==> config.mk <==
export PLATFORM = sky130hd
export DESIGN_NAME = atsc_acq_trigger_sample_counter
export DESIGN_NICKNAME = d
export VERILOG_FILES = /design/src/core/atsc_pkg.sv /design/src/core/atsc_acq_trigger_sample_counter.sv
export SDC_FILE = /design/constraint.sdc
export NUM_CORES = 1
export LEC_CHECK = 0
export ABC_CLOCK_PERIOD_IN_PS = 6300
export BUFFER_PORTS_ARGS = -buffer_cell sky130_fd_sc_hd__buf_2
export CAP_MARGIN = 40
export CORE_ASPECT_RATIO = 1.2
export CORE_MARGIN = 5
export CORE_UTILIZATION = 58
export CTS_CLUSTER_SIZE = 12
export DETAILED_ROUTE_END_ITERATION = 8
export PLACE_DENSITY = 0.88
export SLEW_MARGIN = 20
export SYNTH_ARGS = -nofsm -noshare
export SYNTH_HDL_FRONTEND = slang
export SYNTH_SLANG_ARGS = --single-unit
==> constraint.sdc <==
create_clock -name CLK -period 6.3 [get_ports CLK]
set_clock_uncertainty 0.15 [all_clocks]
set_input_delay 0 -clock CLK [delete_from_list [all_inputs] [get_ports CLK]]
set_output_delay 0 -clock CLK [all_outputs]
set_load 0.02 [all_outputs]
==> src/core/atsc_pkg.sv <==
// Behaviour
// RQ1 - Sample period is set by spacing of sample pulses; one sample per pulse.
// RQ2 - Conversion period is set by spacing of conversion pulses; one conversion each.
// RQ3 - Posttrigger mode preloads posttrigger count, decrements per sample until done.
// RQ4 - Start trigger accepted from external pulse or software command.
// RQ5 - Software start drives a pulse on start-trigger output when acquisition begins.
// RQ6 - Pretrigger mode loads pretrigger count at start, decrements per sample.
// RQ7 - Pretrigger count exhausted reloads counter with posttrigger count.
// RQ8 - Reference trigger ignored before pretrigger samples are all acquired.
// RQ9 - Accepted reference trigger lets counter decrement through posttrigger samples.
// RQ10 - Sample pulses ignored when idle or while paused.
// RQ11 - Internal sample pacing starts on start trigger, first pulse after delay, default two.
// RQ12 - Counter zero in final phase ends acquisition, blocks samples, flags done.
package atsc_pkg;
  localparam int CNT_W            = 24;
  localparam int DIV_W            = 16;
  localparam logic [7:0] FIRST_DELAY_DEF = 8'h02;
  localparam logic [DIV_W-1:0] DIV_DEF   = 16'h0001;
  localparam logic [CNT_W-1:0] CNT_ZERO  = 24'h000000;
  localparam logic [DIV_W-1:0] DIV_ZERO  = 16'h0000;

  typedef enum logic [2:0] {
    ST_IDLE = 3'b000,
    ST_DLY  = 3'b001,
    ST_PRE  = 3'b010,
    ST_ARM  = 3'b011,
    ST_POST = 3'b100
  } atsc_state_t;
endpackage

==> src/core/atsc_acq_trigger_sample_counter.sv <==
`timescale 1ns/10ps
module atsc_acq_trigger_sample_counter #(
  parameter int CNT_W = atsc_pkg::CNT_W,
  parameter int DIV_W = atsc_pkg::DIV_W
) (
  // Clock and reset
  input  wire logic             CLK,
  input  wire logic             NRST,
  // Configuration
  input  wire logic             PRETRIG_MODE,
  input  wire logic             SW_START_SEL,
  input  wire logic             INT_SAMPLE_SEL,
  input  wire logic [CNT_W-1:0] PRE_COUNT,
  input  wire logic [CNT_W-1:0] POST_COUNT,
  input  wire logic [DIV_W-1:0] SAMPLE_DIV,
  input  wire logic [7:0]       FIRST_DELAY,
  // Triggers and pacing
  input  wire logic             TIMEBASE_TICK,
  input  wire logic             SW_START,
  input  wire logic             EXT_START,
  input  wire logic             ACQ_REFERENCE_TRIGGER,
  input  wire logic             PAUSE,
  input  wire logic             ABORT,
  input  wire logic             EXT_SAMPLE_PULSE,
  input  wire logic             CONVERSION_PULSE,
  // Status and outputs
  output logic                  ACQ_START_TRIGGER,
  output logic                  SAMPLE_PULSE,
  output logic                  CONVERT_TAKEN,
  output logic                  ACQ_BUSY,
  output logic                  ACQ_DONE,
  output logic                  REF_ACCEPTED,
  output logic [CNT_W-1:0]      SAMPLE_COUNT
);
  atsc_pkg::atsc_state_t state_reg, state_next;
  logic [CNT_W-1:0] cnt_reg, cnt_next;
  logic [DIV_W-1:0] div_reg, div_next;
  logic [7:0]       dly_reg, dly_next;
  logic             stp_reg, stp_next;
  logic             smp_reg, smp_next;
  logic             cnv_reg, cnv_next;
  logic             done_reg, done_next;
  logic             ref_reg, ref_next;
  logic             busy_reg, busy_next;
  logic             start, active, int_pulse, smp_in, smp_take;

  // Either source may start; software selects which one counts [RQ4]
  assign start  = SW_START_SEL ? SW_START : EXT_START; // [RQ4]
  assign active = (state_reg == atsc_pkg::ST_PRE) || (state_reg == atsc_pkg::ST_ARM) ||
                  (state_reg == atsc_pkg::ST_POST);
  // Internal pacing: one pulse per SAMPLE_DIV timebase ticks [RQ1]
  assign int_pulse = TIMEBASE_TICK && (div_reg == atsc_pkg::DIV_ZERO) &&
                     (state_reg != atsc_pkg::ST_DLY);
  assign smp_in    = INT_SAMPLE_SEL ? int_pulse : EXT_SAMPLE_PULSE; // [RQ1]
  // Gated off when idle or paused [RQ10]
  assign smp_take  = smp_in && active && !PAUSE; // [RQ10]

  always_comb begin
    state_next = state_reg;
    cnt_next   = cnt_reg;
    div_next   = div_reg;
    dly_next   = dly_reg;
    stp_next   = 1'b0;
    smp_next   = smp_take;
    cnv_next   = 1'b0;
    done_next  = done_reg;
    ref_next   = ref_reg;
    if (INT_SAMPLE_SEL && active && TIMEBASE_TICK) begin
      if (div_reg != atsc_pkg::DIV_ZERO) begin
        div_next = div_reg - 1'b1;
      end else if (SAMPLE_DIV > 1) begin
        div_next = SAMPLE_DIV - 1'b1;
      end else begin
        // Zero would wrap to a full-range period; treat it like one
        div_next = atsc_pkg::DIV_ZERO;
      end
    end
    // Conversions only counted during a running acquisition [RQ2]
    cnv_next = CONVERSION_PULSE && active && !PAUSE; // [RQ2]
    case (state_reg)
      atsc_pkg::ST_IDLE: begin
        if (start) begin
          stp_next  = SW_START_SEL; // [RQ5]
          done_next = 1'b0;
          ref_next  = 1'b0;
          cnt_next  = PRETRIG_MODE ? PRE_COUNT : POST_COUNT; // [RQ3] [RQ6]
          div_next  = atsc_pkg::DIV_ZERO;
          dly_next  = FIRST_DELAY;
          if (INT_SAMPLE_SEL) begin
            state_next = atsc_pkg::ST_DLY; // [RQ11]
          end else begin
            state_next = PRETRIG_MODE ? atsc_pkg::ST_PRE : atsc_pkg::ST_POST;
          end
        end
      end
      atsc_pkg::ST_DLY: begin
        // Counted in timebase ticks so the delay tracks the timebase, not SAMPLE_DIV [RQ11]
        if (TIMEBASE_TICK) begin
          dly_next = dly_reg - 8'h01; // [RQ11]
          if (dly_reg <= 8'h01) begin
            state_next = PRETRIG_MODE ? atsc_pkg::ST_PRE : atsc_pkg::ST_POST;
          end
        end
      end
      atsc_pkg::ST_PRE: begin
        if (smp_take) begin
          cnt_next = cnt_reg - 1'b1; // [RQ6]
          if (cnt_reg <= 1) begin
            cnt_next   = POST_COUNT; // [RQ7]
            state_next = atsc_pkg::ST_ARM;
          end
        end
        // Early reference is dropped, no memory of it kept [RQ8]
      end
      atsc_pkg::ST_ARM: begin
        // Pretrigger buffer keeps filling while waiting
        if (ACQ_REFERENCE_TRIGGER) begin
          ref_next   = 1'b1;
          state_next = atsc_pkg::ST_POST; // [RQ8] [RQ9]
        end
      end
      atsc_pkg::ST_POST: begin
        if (smp_take) begin
          cnt_next = cnt_reg - 1'b1; // [RQ3] [RQ9]
          if (cnt_reg <= 1) begin
            cnt_next   = atsc_pkg::CNT_ZERO;
            done_next  = 1'b1; // [RQ12]
            state_next = atsc_pkg::ST_IDLE; // [RQ12]
          end
        end
      end
      default: state_next = atsc_pkg::ST_IDLE;
    endcase
    if (ABORT) begin
      state_next = atsc_pkg::ST_IDLE;
    end
    // Registered so the busy pin comes straight from a flop
    busy_next = (state_next != atsc_pkg::ST_IDLE);
  end

  always_ff @(posedge CLK or negedge NRST) begin
    if (!NRST) begin
      state_reg <= atsc_pkg::ST_IDLE;
      cnt_reg   <= atsc_pkg::CNT_ZERO;
      div_reg   <= atsc_pkg::DIV_ZERO;
      dly_reg   <= atsc_pkg::FIRST_DELAY_DEF;
      stp_reg   <= 1'b0;
      smp_reg   <= 1'b0;
      cnv_reg   <= 1'b0;
      done_reg  <= 1'b0;
      ref_reg   <= 1'b0;
      busy_reg  <= 1'b0;
    end else begin
      state_reg <= state_next;
      cnt_reg   <= cnt_next;
      div_reg   <= div_next;
      dly_reg   <= dly_next;
      stp_reg   <= stp_next;
      smp_reg   <= smp_next;
      cnv_reg   <= cnv_next;
      done_reg  <= done_next;
      ref_reg   <= ref_next;
      busy_reg  <= busy_next;
    end
  end

  assign ACQ_START_TRIGGER = stp_reg;
  assign SAMPLE_PULSE      = smp_reg;
  assign CONVERT_TAKEN     = cnv_reg;
  assign ACQ_BUSY          = busy_reg;
  assign ACQ_DONE          = done_reg;
  assign REF_ACCEPTED      = ref_reg;
  assign SAMPLE_COUNT      = cnt_reg;
endmodule

==> impl_results.md <==
- Slowest CP cell: and4_1
- Cell family with most CP delay: compound AO/OA/AOI/OAI gates
- Worst Path Buf+Inv: 2
- DRT Pass-1 Iters: 7
- Number of global-route vias before repair: 5363
- DRC Markers: 0
- Beginning of the critical path: div_reg[0]
- Dpl cells: 733
- Worst hold start: PRE_COUNT[7]
- RD Place Congestion: 0.916
- Power density over cell area: 297 nW/um^2
- Post-route minimum period: 4.12 ns
- Drt wl/cell: 18.4 microns
- Filler cells: 508
- Max cap viols: 0
- Period utilisation layout: 65.4%
- Vias: 5394
- Outcome: complete, no violations
- Port bufs: 114
- Synth warn: 0
- Critical Path RT: 6.39 ns
- Ys async rst share: 100%
- Core box area: 7580 sq um
- Die Area: 9480 sq um
- Fin. max-slew vios: 0
- Ys flop type: dfrtp_1
- Largest net degree at the start of global routing: 58
- CP cell instances: inv_1 > ha_1 > nor4b_1 > and4_1 > a21oi_1 > o2bb2ai_4 > o21ai_0 > a32o_1 > dlygate4sd3_1
- Global-route wire length before repair: 24.6 mm
- Syn_area_per_cell: 8.01 sq um
- Clock Latency Late Sink: 0.35 ns
- Reported leakage power: 2.54 nW
- Fmax: 243 MHz
- #FFs+latches synth: 57
- Reg clk slew, reported paths: 0.07 ns
- Design Area, Final: 5960 sq um
- Clock sinks: 57
- CTS tree: built
- Non-filler cells, final: 825
- Grt total ovfl: 0
- Initial antenna violation count: 0
- Layout Nets: 822
- # rows: 35
- Clock Path Buffers: 2
- Worst EP arrival: 4.21 ns
- VDD IR-drop max: 237 uV
- Netlist cell types: 65
- Syn Inst Count: 552
- Max incr delay on CP: 0.67 ns
- Via/cell ratio: 6.54
- Half-perimeter wire length after detailed placement: 9.78 mm
- Die height: 106 microns
- Startpoint types: register
- R2r setup slk: 2.18 ns
- EDFF count, synth: 0
- TNS Setup: 0 ns
- FF-to-FF Start: div_reg[0]
- Synth-to-layout area growth: 34.7%
- Critical path type: register to register
- CTS buffer count: 9
- Combinational Power Share: 47.7%
- H-tree depth: 3
- Fin. Hold Viols: 0
- RSZ-0062 raised after global routing: false
- Syn nets: 645
- Final setup fails: 0
- Hold WC Path Type: input port to register
- Share of cells above drive strength 1: 21.1%
- Initial DRC Count: 553
- Peak fanout along the critical path: 35
- Cell-internal power: 0.951 mW
- Sw Ratio: 46.2%
- Clock root cell: clkbuf_8
- Post-Syn Area: 4420 sq um
- Sequential share of power: 34.1%
- Final wirelength: 15.2 mm
- Ports: 115
- Sequential-to-total area share from yosys stat: 32.3%
- Die width: 89.7 microns
- ANT nets after route: 0
- Initial core utilization: 58.4%
- Actual slew at the worst max-slew pin: 0.869 ns
- Switch Pwr: 0.818 mW
- Resized cells post-CTS: 0
- Placed instance area: 5010 sq um
- Worst relative slew slack: 41.6%
- GRT Resource Usage Total: 31.2%
- CP endpoint kind: register
- ANT cells: 0
- Clock Power Share: 18.1%
- Largest register FFs: 24
stage by stage:
step           total power, mW  setup slack [ns]  utilization [%]  hold slack (ns)
4_1_cts                   1.73              2.31             78.2          0.00878
5_1_grt                   1.87              1.97             78.6           0.0587
2_1_floorplan             1.12              3.92                -           -0.446
3_5_place_dp              1.35              2.90             66.2           0.0435
3_3_place_gp              1.32              3.06             65.8           0.0404
6_report                  1.77              2.18             78.6           0.0154
cell usage in the layout (no fill, tap or decap), types with 5 or more instances in the layout:
master         instances
a211oi_1              11
a311oi_1               5
nor3_1                44
xnor2_1                6
nand2_1               39
buf_2                115
dfrtp_1               56
nor4_1                11
or3_1                  7
a21oi_1               46
ha_1                   8
inv_1                 13
mux2i_1               15
xor2_1                 8
dlygate4sd3_1         74
a31oi_1                5
nor2_1                70
a222oi_1               5
nand3_1               18
nand2b_1               7
clkbuf_8              11
o2bb2ai_1             13
o21ai_0               51
kinds of logic (layout without fill, tap and decap cells):
| logic type | count (synthesis) | in the layout | share of synthesized area [%] |
|---|---|---|---|
| AOI/OAI and AO/OA | 176 | 176 | 26.3 |
| buffers and inverters | 44 | 225 | 4.50 |
| DFF | 57 | 57 | 32.3 |
| adders and majority gates | 8 | 8 | 2.26 |
| and+or+nand+nor | 236 | 236 | 28.0 |
| xor gates and xnor gates | 14 | 14 | 2.77 |
| muxes | 17 | 17 | 3.90 |
power groups by stage:
stage / combinational [mW] / sequential, mW / clock [mW]
after floorplan: 0.480 / 0.643 / 0
after global placement: 0.721 / 0.596 / 0
after detailed placement: 0.749 / 0.600 / 0
after CTS: 0.815 / 0.596 / 0.320
after global routing: 0.920 / 0.616 / 0.337
final: 0.845 / 0.604 / 0.321
repair_timing:
| action | CTS | global route |
|---|---|---|
| hold endpoints to repair | 103 | 1 |
| hold buffers | 73 | 1 |
| buffers inserted | 0 | 0 |
cell usage after synthesis (13+ instances only):
cell type,count,area (sq um)
dfrtp_1,56,1400
a21oi_1,46,230
clkbuf_1,14,52.6
o2bb2ai_1,13,114
inv_1,13,48.8
nand3_1,18,90.1
nor3_1,44,220
o21ai_0,51,255
mux2i_1,15,150
nand2_1,39,146
nor2_1,70,263
path summary, 6_finish.rpt:
| check | cells past startpoint | to |
|---|---|---|
| max | 9 | SAMPLE_COUNT[17] |
| min | 6 | SAMPLE_COUNT[7] |
| max reg2reg | 9 | SAMPLE_COUNT[17] |
| min reg2reg | 2 | ACQ_DONE |
| max in group asynchronous | 3 | div_reg[3] |
| min in group asynchronous | 3 | dly_reg[2] |
worst reg2reg max path, stage by stage (launching register included):
cell           delay [ns]
dfrtp_1              0.42
inv_1                0.11
ha_1                 0.17
nor4b_1              0.55
and4_1               0.67
a21oi_1              0.28
o2bb2ai_4            0.66
o21ai_0              0.19
a32o_1               0.25
dlygate4sd3_1        0.56
routing by layer:
metal	track usage (%)	share of wire (%)	vias up
li1	-	-	2440
met1	35.9	36	2498
met2	53.9	50	367
met3	6.57	9.1	89
met4	16.6	4.9	0
met5	0	0	-
final cells by class:
cell class / count / area [sq um] / area share [%]
Tap cell: 92 / 115 / 1.93
Multi-Input combinational cell: 451 / 2800 / 47.0
Clock inverter: 4 / 28.8 / 0.483
Clock buffer: 11 / 151 / 2.54
Timing Repair Buffer: 197 / 1390 / 23.3
Sequential cell: 57 / 1430 / 24.0
Inverter: 13 / 48.8 / 0.819
Note: power is estimated with default switching activity, not from simulation.
